==> src/include/remote_ctl_pkg.sv <==
// Shared constants and types for the remote input function control block.
package remote_ctl_pkg;
   localparam int unsigned CLK_HZ           = 40_000_000;
   localparam int unsigned MIN_LOW_MS       = 20;
   localparam int unsigned MIN_LOW_CYCLES   = (CLK_HZ / 1000) * MIN_LOW_MS;
   localparam int unsigned QUAL_W           = 20;
   localparam int unsigned TEMP_W           = 16;
   localparam int unsigned FILT_DEPTH       = 8;
   // Register offsets of the plain register port.
   localparam logic [3:0] ADDR_CFG         = 4'h0;
   localparam logic [3:0] ADDR_PANEL       = 4'h1;
   localparam logic [3:0] ADDR_STATUS      = 4'h2;
   localparam logic [3:0] ADDR_DISPLAY     = 4'h3;
   localparam logic [3:0] ADDR_OFFSET      = 4'h4;
   localparam logic [3:0] ADDR_PEAK        = 4'h5;
   localparam logic [3:0] ADDR_VALLEY      = 4'h6;
   localparam logic [3:0] ADDR_SERIAL      = 4'h7;
   // CFG fields: function one [3:0], function two [7:4], filter level [9:8], options [12:10].
   localparam int unsigned CFG_FUNC1_LSB   = 0;
   localparam int unsigned CFG_FUNC2_LSB   = 4;
   localparam int unsigned CFG_FILT_LSB    = 8;
   localparam int unsigned CFG_OPT_TOT     = 10;
   localparam int unsigned CFG_OPT_ALM     = 11;
   localparam int unsigned CFG_OPT_OFS     = 12;
   localparam logic [15:0] CFG_RESET       = 16'h0000;
   // PANEL fields, display bit then edit bit in [7:0], then display select, total reset and alarm reset.
   localparam int unsigned PNL_ALM_SHOW    = 0;
   localparam int unsigned PNL_ALM_EDIT    = 1;
   localparam int unsigned PNL_HYS_SHOW    = 2;
   localparam int unsigned PNL_HYS_EDIT    = 3;
   localparam int unsigned PNL_PV_SHOW     = 4;
   localparam int unsigned PNL_PV_RESET    = 5;
   localparam int unsigned PNL_OFS_SHOW    = 6;
   localparam int unsigned PNL_OFS_EDIT    = 7;
   localparam int unsigned PNL_SEL_DISP    = 8;
   localparam int unsigned PNL_TOT_RESET   = 9;
   localparam int unsigned PNL_ALM_RESET   = 10;
   localparam logic [15:0] PANEL_RESET     = 16'h0000;

   typedef enum logic [3:0] {
      FN_OFFSET     = 4'h0,
      FN_TOT_RESET  = 4'h1,
      FN_TOT_GATED  = 4'h2,
      FN_TOT_ENABLE = 4'h3,
      FN_HOLD       = 4'h4,
      FN_PV_RESET   = 4'h5,
      FN_PEAK       = 4'h6,
      FN_VALLEY     = 4'h7,
      FN_ALM_RESET  = 4'h8
   } remote_fn_t;

   typedef enum logic [1:0] {
      FILT_NONE     = 2'h0,
      FILT_NORMAL   = 2'h1,
      FILT_MORE     = 2'h2,
      FILT_MAX      = 2'h3
   } filt_level_t;
endpackage

==> src/rtl/remote_input_function_control.sv <==
// Remote contact function decoder, display filter and quick-programming gating.
//
// Chosen here: the address map and strobed register access.
`timescale 1ns/1ps
`default_nettype none
module remote_input_function_control #(
   parameter int unsigned MIN_CYCLES = remote_ctl_pkg::MIN_LOW_CYCLES
) (
   input  wire logic                              i_clk,
   input  wire logic                              i_nrst,
   input  wire logic                              i_remote_input_one_n,
   input  wire logic                              i_remote_input_two_n,
   input  wire logic                              i_program_disable_pin_n,
   input  wire logic [3:0]                        i_addr,
   input  wire logic [15:0]                       i_wdata,
   input  wire logic                              i_wr,
   input  wire logic                              i_rd,
   output logic [15:0]                            o_rdata,
   input  wire logic                              i_sample_valid,
   input  wire logic [remote_ctl_pkg::TEMP_W-1:0] i_temp,
   input  wire logic                              i_panel_select_total,
   output logic [remote_ctl_pkg::TEMP_W-1:0]      o_display_temp,
   output logic                                   o_show_total,
   output logic                                   o_total_clear,
   output logic                                   o_total_enable,
   output logic                                   o_total_hold,
   output logic                                   o_alarm_clear,
   output logic                                   o_peak_mode,
   output logic                                   o_valley_mode,
   output logic [remote_ctl_pkg::TEMP_W-1:0]      o_offset,
   output logic [remote_ctl_pkg::TEMP_W-1:0]      o_peak,
   output logic [remote_ctl_pkg::TEMP_W-1:0]      o_valley,
   output logic [10:0]                            o_panel_offer
);
   import remote_ctl_pkg::*;

   function automatic logic is_fn(input logic [3:0] sel, input remote_fn_t fn);
      return sel == fn;
   endfunction

   logic [15:0]       cfg;
   logic [15:0]       panel;
   logic [TEMP_W-1:0] offset;
   logic [TEMP_W-1:0] peak;
   logic [TEMP_W-1:0] valley;
   logic [TEMP_W-1:0] held_temp;
   logic              hold;
   logic              tot_run;
   logic              show_total;
   logic              peak_track;
   logic              valley_track;
   logic              pgm_sync1_n;
   logic              pgm_sync2_n;
   logic [TEMP_W-1:0] filt_temp;
   logic              act1;
   logic              fall1;
   logic              rise1;
   logic              act2_raw;
   logic              fall2_raw;
   logic              rise2_raw;

   remote_input_qualifier #(.MIN_CYCLES(MIN_CYCLES)) u_qual_one (
      .i_clk    (i_clk),
      .i_nrst   (i_nrst),
      .i_pin_n  (i_remote_input_one_n),
      .o_active (act1),
      .o_fall   (fall1),
      .o_rise   (rise1)
   );

   remote_input_qualifier #(.MIN_CYCLES(MIN_CYCLES)) u_qual_two (
      .i_clk    (i_clk),
      .i_nrst   (i_nrst),
      .i_pin_n  (i_remote_input_two_n),
      .o_active (act2_raw),
      .o_fall   (fall2_raw),
      .o_rise   (rise2_raw)
   );

   moving_filter u_filter (
      .i_clk          (i_clk),
      .i_nrst         (i_nrst),
      .i_sample_valid (i_sample_valid),
      .i_sample       (i_temp),
      .i_level        (cfg[CFG_FILT_LSB +: 2]),
      .o_value        (filt_temp)
   );

   wire       opt_tot = cfg[CFG_OPT_TOT];
   wire       opt_alm = cfg[CFG_OPT_ALM];
   wire       opt_ofs = cfg[CFG_OPT_OFS];
   wire [3:0] fn1     = cfg[CFG_FUNC1_LSB +: 4];
   wire [3:0] fn2     = cfg[CFG_FUNC2_LSB +: 4];
   // Input two only exists with the totalizer option fitted.
   wire       act2    = act2_raw & opt_tot;
   wire       fall2   = fall2_raw & opt_tot;
   wire       rise2   = rise2_raw & opt_tot;

   // Both inputs decode through the same function set and act in parallel.
   wire f1_ofs  = fall1 & is_fn(fn1, FN_OFFSET);
   wire f2_ofs  = fall2 & is_fn(fn2, FN_OFFSET);
   wire do_offset   = (f1_ofs | f2_ofs) & opt_ofs;
   wire clr_tot     = (fall1 & (is_fn(fn1, FN_TOT_RESET) | is_fn(fn1, FN_TOT_GATED)))
                    | (fall2 & (is_fn(fn2, FN_TOT_RESET) | is_fn(fn2, FN_TOT_GATED)));
   wire gate1       = is_fn(fn1, FN_TOT_GATED) | is_fn(fn1, FN_TOT_ENABLE);
   wire gate2       = is_fn(fn2, FN_TOT_GATED) | is_fn(fn2, FN_TOT_ENABLE);
   wire any_gate    = gate1 | (gate2 & opt_tot);
   wire gate_on     = (gate1 & act1) | (gate2 & act2);
   wire hold_lvl    = (act1 & is_fn(fn1, FN_HOLD)) | (act2 & is_fn(fn2, FN_HOLD));
   wire pv_both     = (fall1 & is_fn(fn1, FN_PV_RESET)) | (fall2 & is_fn(fn2, FN_PV_RESET));
   wire pk_fall     = (fall1 & is_fn(fn1, FN_PEAK)) | (fall2 & is_fn(fn2, FN_PEAK));
   wire pk_rise     = (rise1 & is_fn(fn1, FN_PEAK)) | (rise2 & is_fn(fn2, FN_PEAK));
   wire va_fall     = (fall1 & is_fn(fn1, FN_VALLEY)) | (fall2 & is_fn(fn2, FN_VALLEY));
   wire va_rise     = (rise1 & is_fn(fn1, FN_VALLEY)) | (rise2 & is_fn(fn2, FN_VALLEY));
   wire alm_clr     = ((fall1 & is_fn(fn1, FN_ALM_RESET)) | (fall2 & is_fn(fn2, FN_ALM_RESET))) & opt_alm;
   // A released peak or valley input stops detection so the last value is kept.
   wire pk_idle     = (is_fn(fn1, FN_PEAK) | (is_fn(fn2, FN_PEAK) & opt_tot)) & ~peak_track;
   wire va_idle     = (is_fn(fn1, FN_VALLEY) | (is_fn(fn2, FN_VALLEY) & opt_tot)) & ~valley_track;
   wire [TEMP_W-1:0] corrected = filt_temp - offset;
   wire [TEMP_W-1:0] shown     = hold ? held_temp : corrected;
   wire pgm_locked  = ~pgm_sync2_n;

   // Quick-programming offers; edit items follow their display items.
   wire [10:0] offer;
   assign offer[PNL_ALM_SHOW]  = panel[PNL_ALM_SHOW] & opt_alm;
   assign offer[PNL_ALM_EDIT]  = panel[PNL_ALM_EDIT] & offer[PNL_ALM_SHOW];
   assign offer[PNL_HYS_SHOW]  = panel[PNL_HYS_SHOW] & opt_alm;
   assign offer[PNL_HYS_EDIT]  = panel[PNL_HYS_EDIT] & offer[PNL_HYS_SHOW];
   assign offer[PNL_PV_SHOW]   = panel[PNL_PV_SHOW] & opt_tot;
   assign offer[PNL_PV_RESET]  = panel[PNL_PV_RESET] & offer[PNL_PV_SHOW];
   assign offer[PNL_OFS_SHOW]  = panel[PNL_OFS_SHOW] & opt_ofs;
   assign offer[PNL_OFS_EDIT]  = panel[PNL_OFS_EDIT] & offer[PNL_OFS_SHOW];
   assign offer[PNL_ALM_RESET] = panel[PNL_ALM_RESET] & opt_alm;
   // Display select and total reset are offered whatever the lockout pin shows.
   assign offer[PNL_SEL_DISP]  = panel[PNL_SEL_DISP] & opt_tot;
   assign offer[PNL_TOT_RESET] = panel[PNL_TOT_RESET] & opt_tot;

   wire [15:0] status = {9'h000, pgm_locked, valley_track, peak_track, tot_run, show_total, hold, act1 | act2};
   wire [15:0] rd_mux = (i_addr == ADDR_CFG)     ? cfg :
                        (i_addr == ADDR_PANEL)   ? {5'h00, offer} :
                        (i_addr == ADDR_STATUS)  ? status :
                        (i_addr == ADDR_DISPLAY) ? 16'(shown) :
                        (i_addr == ADDR_OFFSET)  ? 16'(offset) :
                        (i_addr == ADDR_PEAK)    ? 16'(peak) :
                        (i_addr == ADDR_VALLEY)  ? 16'(valley) :
                        (i_addr == ADDR_SERIAL)  ? 16'(shown) :
                        16'h0000;
   wire wr_cfg    = i_wr & (i_addr == ADDR_CFG);
   wire wr_panel  = i_wr & (i_addr == ADDR_PANEL);
   wire wr_offset = i_wr & (i_addr == ADDR_OFFSET);

   always_ff @(posedge i_clk) begin
      if (!i_nrst) begin
         cfg         <= CFG_RESET;
         panel       <= PANEL_RESET;
         o_rdata     <= 16'h0000;
         pgm_sync1_n <= 1'b1;
         pgm_sync2_n <= 1'b1;
      end else begin
         pgm_sync1_n <= i_program_disable_pin_n;
         pgm_sync2_n <= pgm_sync1_n;
         o_rdata     <= i_rd ? rd_mux : 16'h0000;
         if (wr_cfg) cfg <= i_wdata;
         if (wr_panel) panel <= i_wdata;
      end
   end

   always_ff @(posedge i_clk) begin
      if (!i_nrst) begin
         offset <= '0;
      end else if (do_offset) begin
         offset <= offset + shown;
      end else if (wr_offset) begin
         offset <= i_wdata[TEMP_W-1:0];
      end
   end

   always_ff @(posedge i_clk) begin
      if (!i_nrst) begin
         hold      <= 1'b0;
         held_temp <= '0;
      end else begin
         hold <= hold_lvl;
         if (hold_lvl & ~hold) held_temp <= corrected;
      end
   end

   always_ff @(posedge i_clk) begin
      if (!i_nrst) begin
         tot_run <= 1'b1;
      end else begin
         tot_run <= any_gate ? gate_on : 1'b1;
      end
   end

   always_ff @(posedge i_clk) begin
      if (!i_nrst) begin
         show_total <= 1'b0;
      end else if (offer[PNL_SEL_DISP]) begin
         show_total <= i_panel_select_total;
      end
   end

   always_ff @(posedge i_clk) begin
      if (!i_nrst) begin
         peak         <= '0;
         valley       <= '1;
         peak_track   <= 1'b0;
         valley_track <= 1'b0;
      end else begin
         if (pk_fall) peak_track <= 1'b1;
         else if (pk_rise) peak_track <= 1'b0;
         if (va_fall) valley_track <= 1'b1;
         else if (va_rise) valley_track <= 1'b0;
         // Peak and valley keep the highest and lowest reading when not being reset or held idle after release.
         if (pv_both | pk_fall) peak <= corrected;
         else if (~pk_idle & (corrected > peak)) peak <= corrected;
         if (pv_both | va_fall) valley <= corrected;
         else if (~va_idle & (corrected < valley)) valley <= corrected;
      end
   end

   always_ff @(posedge i_clk) begin
      if (!i_nrst) begin
         o_display_temp <= '0;
         o_show_total   <= 1'b0;
         o_total_clear  <= 1'b0;
         o_total_enable <= 1'b0;
         o_total_hold   <= 1'b0;
         o_alarm_clear  <= 1'b0;
         o_peak_mode    <= 1'b0;
         o_valley_mode  <= 1'b0;
         o_offset       <= '0;
         o_peak         <= '0;
         o_valley       <= '0;
         o_panel_offer  <= '0;
      end else begin
         o_display_temp <= shown;
         o_show_total   <= show_total;
         o_total_clear  <= clr_tot;
         o_total_enable <= tot_run;
         o_total_hold   <= hold;
         o_alarm_clear  <= alm_clr;
         o_peak_mode    <= peak_track;
         o_valley_mode  <= valley_track;
         o_offset       <= offset;
         o_peak         <= peak;
         o_valley       <= valley;
         o_panel_offer  <= offer;
      end
   end
endmodule
`default_nettype wire

==> src/rtl/remote_input_qualifier.sv <==
// Synchroniser and minimum-low-time qualifier for one remote contact input.
`timescale 1ns/1ps
`default_nettype none
module remote_input_qualifier #(
   parameter int unsigned MIN_CYCLES = remote_ctl_pkg::MIN_LOW_CYCLES
) (
   input  wire logic i_clk,
   input  wire logic i_nrst,
   input  wire logic i_pin_n,
   output logic      o_active,
   output logic      o_fall,
   output logic      o_rise
);
   import remote_ctl_pkg::*;
   logic                sync1_n;
   logic                sync2_n;
   logic [QUAL_W-1:0]   low_count;
   logic                active;
   wire                 count_done = (low_count >= QUAL_W'(MIN_CYCLES - 1));

   always_ff @(posedge i_clk) begin
      if (!i_nrst) begin
         sync1_n   <= 1'b1;
         sync2_n   <= 1'b1;
         low_count <= '0;
         active    <= 1'b0;
      end else begin
         sync1_n <= i_pin_n;
         sync2_n <= sync1_n;
         // A low shorter than the minimum never raises the active level.
         if (sync2_n) begin
            low_count <= '0;
            active    <= 1'b0;
         end else if (!count_done) begin
            low_count <= low_count + 1'b1;
         end else begin
            active <= 1'b1;
         end
      end
   end

   always_ff @(posedge i_clk) begin
      if (!i_nrst) begin
         o_active <= 1'b0;
         o_fall   <= 1'b0;
         o_rise   <= 1'b0;
      end else begin
         o_active <= active;
         o_fall   <= active & ~o_active;
         o_rise   <= ~active & o_active;
      end
   end
endmodule
`default_nettype wire

==> src/rtl/moving_filter.sv <==
// Moving-window averaging filter for the displayed temperature.
`timescale 1ns/1ps
`default_nettype none
module moving_filter (
   input  wire logic                              i_clk,
   input  wire logic                              i_nrst,
   input  wire logic                              i_sample_valid,
   input  wire logic [remote_ctl_pkg::TEMP_W-1:0] i_sample,
   input  wire logic [1:0]                        i_level,
   output logic [remote_ctl_pkg::TEMP_W-1:0]      o_value
);
   import remote_ctl_pkg::*;
   logic [TEMP_W-1:0] window [FILT_DEPTH];
   logic [TEMP_W+2:0] sum2;
   logic [TEMP_W+2:0] sum4;
   logic [TEMP_W+2:0] sum8;

   // Longer windows give a steadier reading at the cost of response time.
   always_comb begin
      sum2 = '0;
      sum4 = '0;
      sum8 = '0;
      for (int k = 0; k < FILT_DEPTH; k++) begin
         if (k < 2) sum2 = sum2 + (TEMP_W+3)'(window[k]);
         if (k < 4) sum4 = sum4 + (TEMP_W+3)'(window[k]);
         sum8 = sum8 + (TEMP_W+3)'(window[k]);
      end
   end

   always_ff @(posedge i_clk) begin
      if (!i_nrst) begin
         for (int k = 0; k < FILT_DEPTH; k++) window[k] <= '0;
         o_value <= '0;
      end else if (i_sample_valid) begin
         window[0] <= i_sample;
         for (int k = 1; k < FILT_DEPTH; k++) window[k] <= window[k-1];
         case (filt_level_t'(i_level))
            FILT_NONE:   o_value <= i_sample;
            FILT_NORMAL: o_value <= sum2[TEMP_W:1];
            FILT_MORE:   o_value <= sum4[TEMP_W+1:2];
            FILT_MAX:    o_value <= sum8[TEMP_W+2:3];
            default:     o_value <= i_sample;
         endcase
      end
   end
endmodule
`default_nettype wire

==> config.mk <==
export PLATFORM = sky130hd
export DESIGN_NAME = remote_input_function_control
export DESIGN_NICKNAME = d
export VERILOG_FILES = /design/src/include/remote_ctl_pkg.sv /design/src/rtl/remote_input_function_control.sv /design/src/rtl/remote_input_qualifier.sv /design/src/rtl/moving_filter.sv
export SDC_FILE = /design/constraint.sdc
export NUM_CORES = 1
export LEC_CHECK = 0
export BUFFER_PORTS_ARGS = -buffer_cell sky130_fd_sc_hd__clkbuf_2
export CORE_MARGIN = 3
export CORE_UTILIZATION = 40
export DETAILED_ROUTE_END_ITERATION = 8
export PLACE_DENSITY = 0.69
export SLEW_MARGIN = 25
export SYNTH_ARGS = -nofsm -noshare
export SYNTH_HDL_FRONTEND = slang
export SYNTH_SLANG_ARGS = --single-unit
==> constraint.sdc <==
create_clock -name i_clk -period 8.3 [get_ports i_clk]
set_input_delay 0.83 -clock i_clk [delete_from_list [all_inputs] [get_ports i_clk]]
set_output_delay 0.83 -clock i_clk [all_outputs]
set_load 0.005 [all_outputs]
After elaboration in Yosys (flattened, before gate mapping) --
Memories as Yosys holds them, arrays and structs flattened. Cells that the tools add are included.
Operators by class: $add $sub $neg 11, order comparisons 4, equality and inequality tests 26, multiplexer cells 32, bitwise logic cells 90, reductions and logical operators 13
Operator list (count):
- $mux W16 | 23
- $add A19 B16 Y19 | 6
- $pmux W16 S4 | 1
- $and A1 B1 Y1 | 51
- $eq A4 B3 Y1 const B | 12
- $add A20 B1 Y20 const B | 2
- $ge A20 B20 Y1 const B | 2
- $or A1 B1 Y1 | 28
- $eq A4 B2 Y1 const B | 6
- $add A16 B16 Y17 | 1
- $add A16 B16 Y16 | 1
- $gt A16 B16 Y1 | 1
- $lt A16 B16 Y1 | 1
- $sub A16 B16 Y16 | 1
- $eq A4 B1 Y1 const B | 3
- $logic_not A4 Y1 | 3
- $not A1 Y1 | 11
- $reduce_bool A2 Y1 | 5
- $eq A4 B4 Y1 const B | 2
- $mux W1 | 8
- $eq A2 B2 Y1 const B | 2
- $reduce_and A2 Y1 | 2
- $reduce_or A2 Y1 | 2
- $eq A2 B1 Y1 const B | 1
- $logic_not A2 Y1 | 1
Storage, ports and cells: flip-flop bits (word level) 264, memory bits (writable) 128, input port bits 45, output and inout bits 98, word-level logic and storage cells 218, memories 1
Memory list:
- u_filter.window | depth 8, width 16, read ports 8, clocked after Yosys merged registers in 0, wr ports 8, line moving_filter.sv:13 | logic [TEMP_W-1:0] window [FILT_DEPTH];

Logic depth before layout (Yosys ltp) --
depth after elaboration 10, mapped depth 28, gate-level depth less buffers 28

Modules after synthesis --
Synthesis repeated with hierarchy kept, for this count alone.
Unflattened totals: cell total of the unflattened synthesis 2203, area, all modules 21434.3 um2
Modules (own cells, without submodules):
- remote_input_function_control | instances 1, cells each 1169, area an instance 9753.1 um2, seq. area each 3923.8 um2
- moving_filter | instances 1, cells each 770, area an instance 9283.9 um2, seq. area each 4164.0 um2
- remote_input_qualifier | instances 2, cells each 132, area an instance 1198.6 um2, seq. area each 520.5 um2

Worst setup path after synthesis --
No wires, ideal clock.
path type register to register, from mem u_filter.window[0][0], to reg u_filter.o_value[12] (netlist bit), library setup time 0.088 ns, arrival 5.880 ns, required time 8.212 ns, slack 2.332 ns, stages on the path, launching flop included 28, buffers on the path 0, clock period less this slack 5.968 ns, cell sequence edfxtp_1 > ha_1 > inv_1 > fa_1 > nor2b_1 > o211ai_1 > nand2_1 > a21oi_1 > xnor2_1 > inv_1 > fa_1 > inv_1 > ha_1 > or2_2 > o22a_1 > a31oi_1 > nor2_1 > a211oi_1 > xnor2_1 > fa_1 > ha_1 > nand2_1 > or4_4 > and2_4 > a211o_1 > a2111oi_2 > nor2_1 > a311oi_2
RTL lines:
- start: declaration | line moving_filter.sv:13
- end signal: assignment | line moving_filter.sv:38 | FILT_NONE: o_value <= i_sample;
- end signal: assignment | line moving_filter.sv:39 | FILT_NORMAL: o_value <= sum2[TEMP_W:1];
- end signal: assignment | line moving_filter.sv:40 | FILT_MORE: o_value <= sum4[TEMP_W+1:2];
- end: declaration | line moving_filter.sv:10 | output logic [remote_ctl_pkg::TEMP_W-1:0] o_value

==> results.cfg <==
[setup_path]
reg2reg_depth = 27
rrSetupSlack_ps = 1710
slowest_delay_ps = 550
crit_family = compound AO/OA/AOI/OAI gates
worstPathRequired_ps = 8800
cp_max_fo = 5
slowest_stage = or4_4
arrival_ps = 7090
rr_startpoint = u_filter.window[0][0]$_SDFFCE_PN0P_
crit_buf_inv = 3
r2r_end = u_filter.o_value[12]$_SDFFE_PN0P_
start_kind = flop
crit_type = reg -> reg
timing.critical_path.to_type = flop

[yosys]
synthSimpleGateAreaFrac = 0.175
synth_top_family_by_area = simple AND/OR/NAND/NOR gates
synth_top_area_frac = 0.251
synth_fa_ha_area_frac = 0.131
synth_nets = 2411
synthXorXnorAreaFrac = 0.0406
postSynthCellCount = 2185
synth-warning-count = 0
synthFlopType = dfxtp_1
ys_seq_area_frac = 0.433
synth_edf_count = 128
synth_largest_area_cell = dfxtp_1
synth_area_um2 = 21100
synth_area_leaders = dfxtp_1, edfxtp_1, ha_1
synth_compound_area_frac = 0.127
async_flop_share = 0
syn_avg_cell_area_um2 = 9.64
synthMuxAreaShare = 0.0444
synth_seq_cells = 392
synth_cell_type_count = 84

[drt]
vias_per_cell = 5.52
ant_nets = 0
firstDrtPassIters = 6
wl_mm = 59.5
vias = 16608
initialDrtViolationCount = 1620
post_drt_wl_per_cell_um = 19.8
drc = 0

[placement]
port-buffer-count = 142
placed_cells = 2927
hpwl_mm = 43.5
routabilityCongestion = 0.952

[layout]
nets = 2519
nFillCells = 4936
drive_gt1_frac = 0.121
post-route-util = 0.461
area_growth_pct = 13.2
fin_cells = 3009

[floorplan]
die_area_um2 = 55400
die_width_um = 235
num_rows = 83
core_area_um2 = 51700
start_util = 0.407
die_h_um = 235
pin_count = 143

[clock_network]
root_buffer = clkbuf_16
cts_buffers = 44
path_clk_slew_ps = 60
clk_latency_ps = 600
postCtsSetupRepairBufs = 0
ctsHtreeMaxLevel = 2
cts_resized = 0
cts.sinks = 392
cts_tree = yes
holdBufCountCts = 0
cts_buffer_depth = 3

[job]
cap_violations = 0

[timing]
grt_setup_unrepaired = no
finalHoldViolCount = 0
max_freq_mhz = 152
fin_crit_ps = 6590
finalSetupViolCount = 0
period_share = 0.794
drv_slew = 0
finalClockSkew_ps = 23.5
tightest_slew_ps = 1050
tns_ps = 0
relSlewSlack = 0.296

[worst_hold_path]
min_to = pgm_sync1_n$_SDFF_PN1_
holdCritPathClass = in -> reg
hp-start = i_program_disable_pin_n
hold_depth = 2

[global_routing]
grt_max_degree = 98
grt_pass1_vias = 16472
grt_pass1_wl_mm = 93.5
grtUsageTotal = 0.210
grt.overflow.total = 0
antenna_found_initial = 1

[pwr]
p_leak_nw = 10.3
peakVddDrop_v = 0.000180
powerDensity_nw_per_um2 = 272

[run_status]
outcome = completed
-- worst max path at each step --
stage,start,to,cells after the start
2_1_floorplan,u_filter.window[0][0]$_SDFFCE_PN0P_,u_filter.o_value[12]$_SDFFE_PN0P_,27
3_3_place_gp,u_filter.window[0][0]$_SDFFCE_PN0P_,u_filter.o_value[12]$_SDFFE_PN0P_,27
3_5_place_dp,u_filter.window[0][0]$_SDFFCE_PN0P_,u_filter.o_value[12]$_SDFFE_PN0P_,27
4_1_cts,u_filter.window[0][0]$_SDFFCE_PN0P_,u_filter.o_value[12]$_SDFFE_PN0P_,27
5_1_grt,u_filter.window[0][0]$_SDFFCE_PN0P_,u_filter.o_value[12]$_SDFFE_PN0P_,27
6_report,u_filter.window[0][0]$_SDFFCE_PN0P_,u_filter.o_value[12]$_SDFFE_PN0P_,27
-- synth_stat cells (all sizes together) (34+ instances only) --
library cell  number
a211oi            34
a21oi            127
and2              73
and3              90
clkbuf            90
dfxtp            264
edfxtp           128
fa                66
ha               115
inv              168
mux2i             53
nand2            193
nor2             249
nor3              35
o21ai             55
xnor2             47
xor2              48
-- metrics by stage --
step	hold WS [ps]	power (mW)	area (um^2)	worst slack (ps)
floorplan	386	3.94	21100	2330
global placement	398	4.47	22400	1930
detailed placement	399	4.54	22400	1790
CTS	375	6.50	23800	1740
global route	387	6.88	23800	1260
finish	408	6.49	23800	1710
-- state kept, by name, summed over array words and instances, names as in the netlist, 11 cells and up --
name                  cells
u_filter.window         128
cfg                      16
u_filter.o_value         16
valley                   16
o_display_temp           16
u_qual_one.low_count     20
o_valley                 16
o_offset                 16
held_temp                16
o_rdata                  16
o_peak                   16
offset                   16
o_panel_offer            11
u_qual_two.low_count     20
peak                     16
panel                    11
-- layout make-up --
cell class | count | area (um^2) | area share
antenna | 1 | 2.50 | 0.000105
sequential | 392 | 9130 | 0.383
inverter | 169 | 639 | 0.0268
tap | 680 | 851 | 0.0357
multi-input combinational | 1526 | 10900 | 0.458
timing repair buffer | 160 | 848 | 0.0356
clock buffer | 64 | 1270 | 0.0532
clock inverter | 17 | 181 | 0.00761
-- layout by cell type, fill, tap and decap left out, types with 19 or more instances in the layout --
cell and count:
o21ai_0 47, a31oi_1 21, a211oi_1 33, o21a_1 19
inv_1 166, mux2i_1 53, xnor2_1 47, nand2b_1 20
ha_1 115, mux2_2 20, nand2_1 193, and3_1 90
edfxtp_1 128, clkbuf_16 46, xor2_1 48, clkbuf_2 141
fa_1 66, nor3_1 34, buf_4 19, and2_1 72
a21oi_1 127, a21o_1 21, dfxtp_1 264, nand3_1 30
nor2_1 249
-- cell families after synthesis --
group / count (synthesis)
compound gates: 398
flops: 392
fa+ha+maj: 181
simple gates: 770
buf+inv: 267
mux: 81
xor+xnor: 96
-- metal layers --
layer / track usage / part of all wire / vias up
met5: 0 / 0.00020 / -
met4: 0.0656 / 0.030 / 2
met1: 0.290 / 0.44 / 8090
met3: 0.0361 / 0.070 / 120
met2: 0.338 / 0.46 / 553
li1: - / - / 7843
-- power by group --
group | switching, mW | internal [mW] | total (mW)
combinational | 1.35 | 0.935 | 2.28
sequential | 0.113 | 2.15 | 2.26
clock | 0.833 | 1.11 | 1.94
No activity file was read; power rests on OpenSTA's default activity.
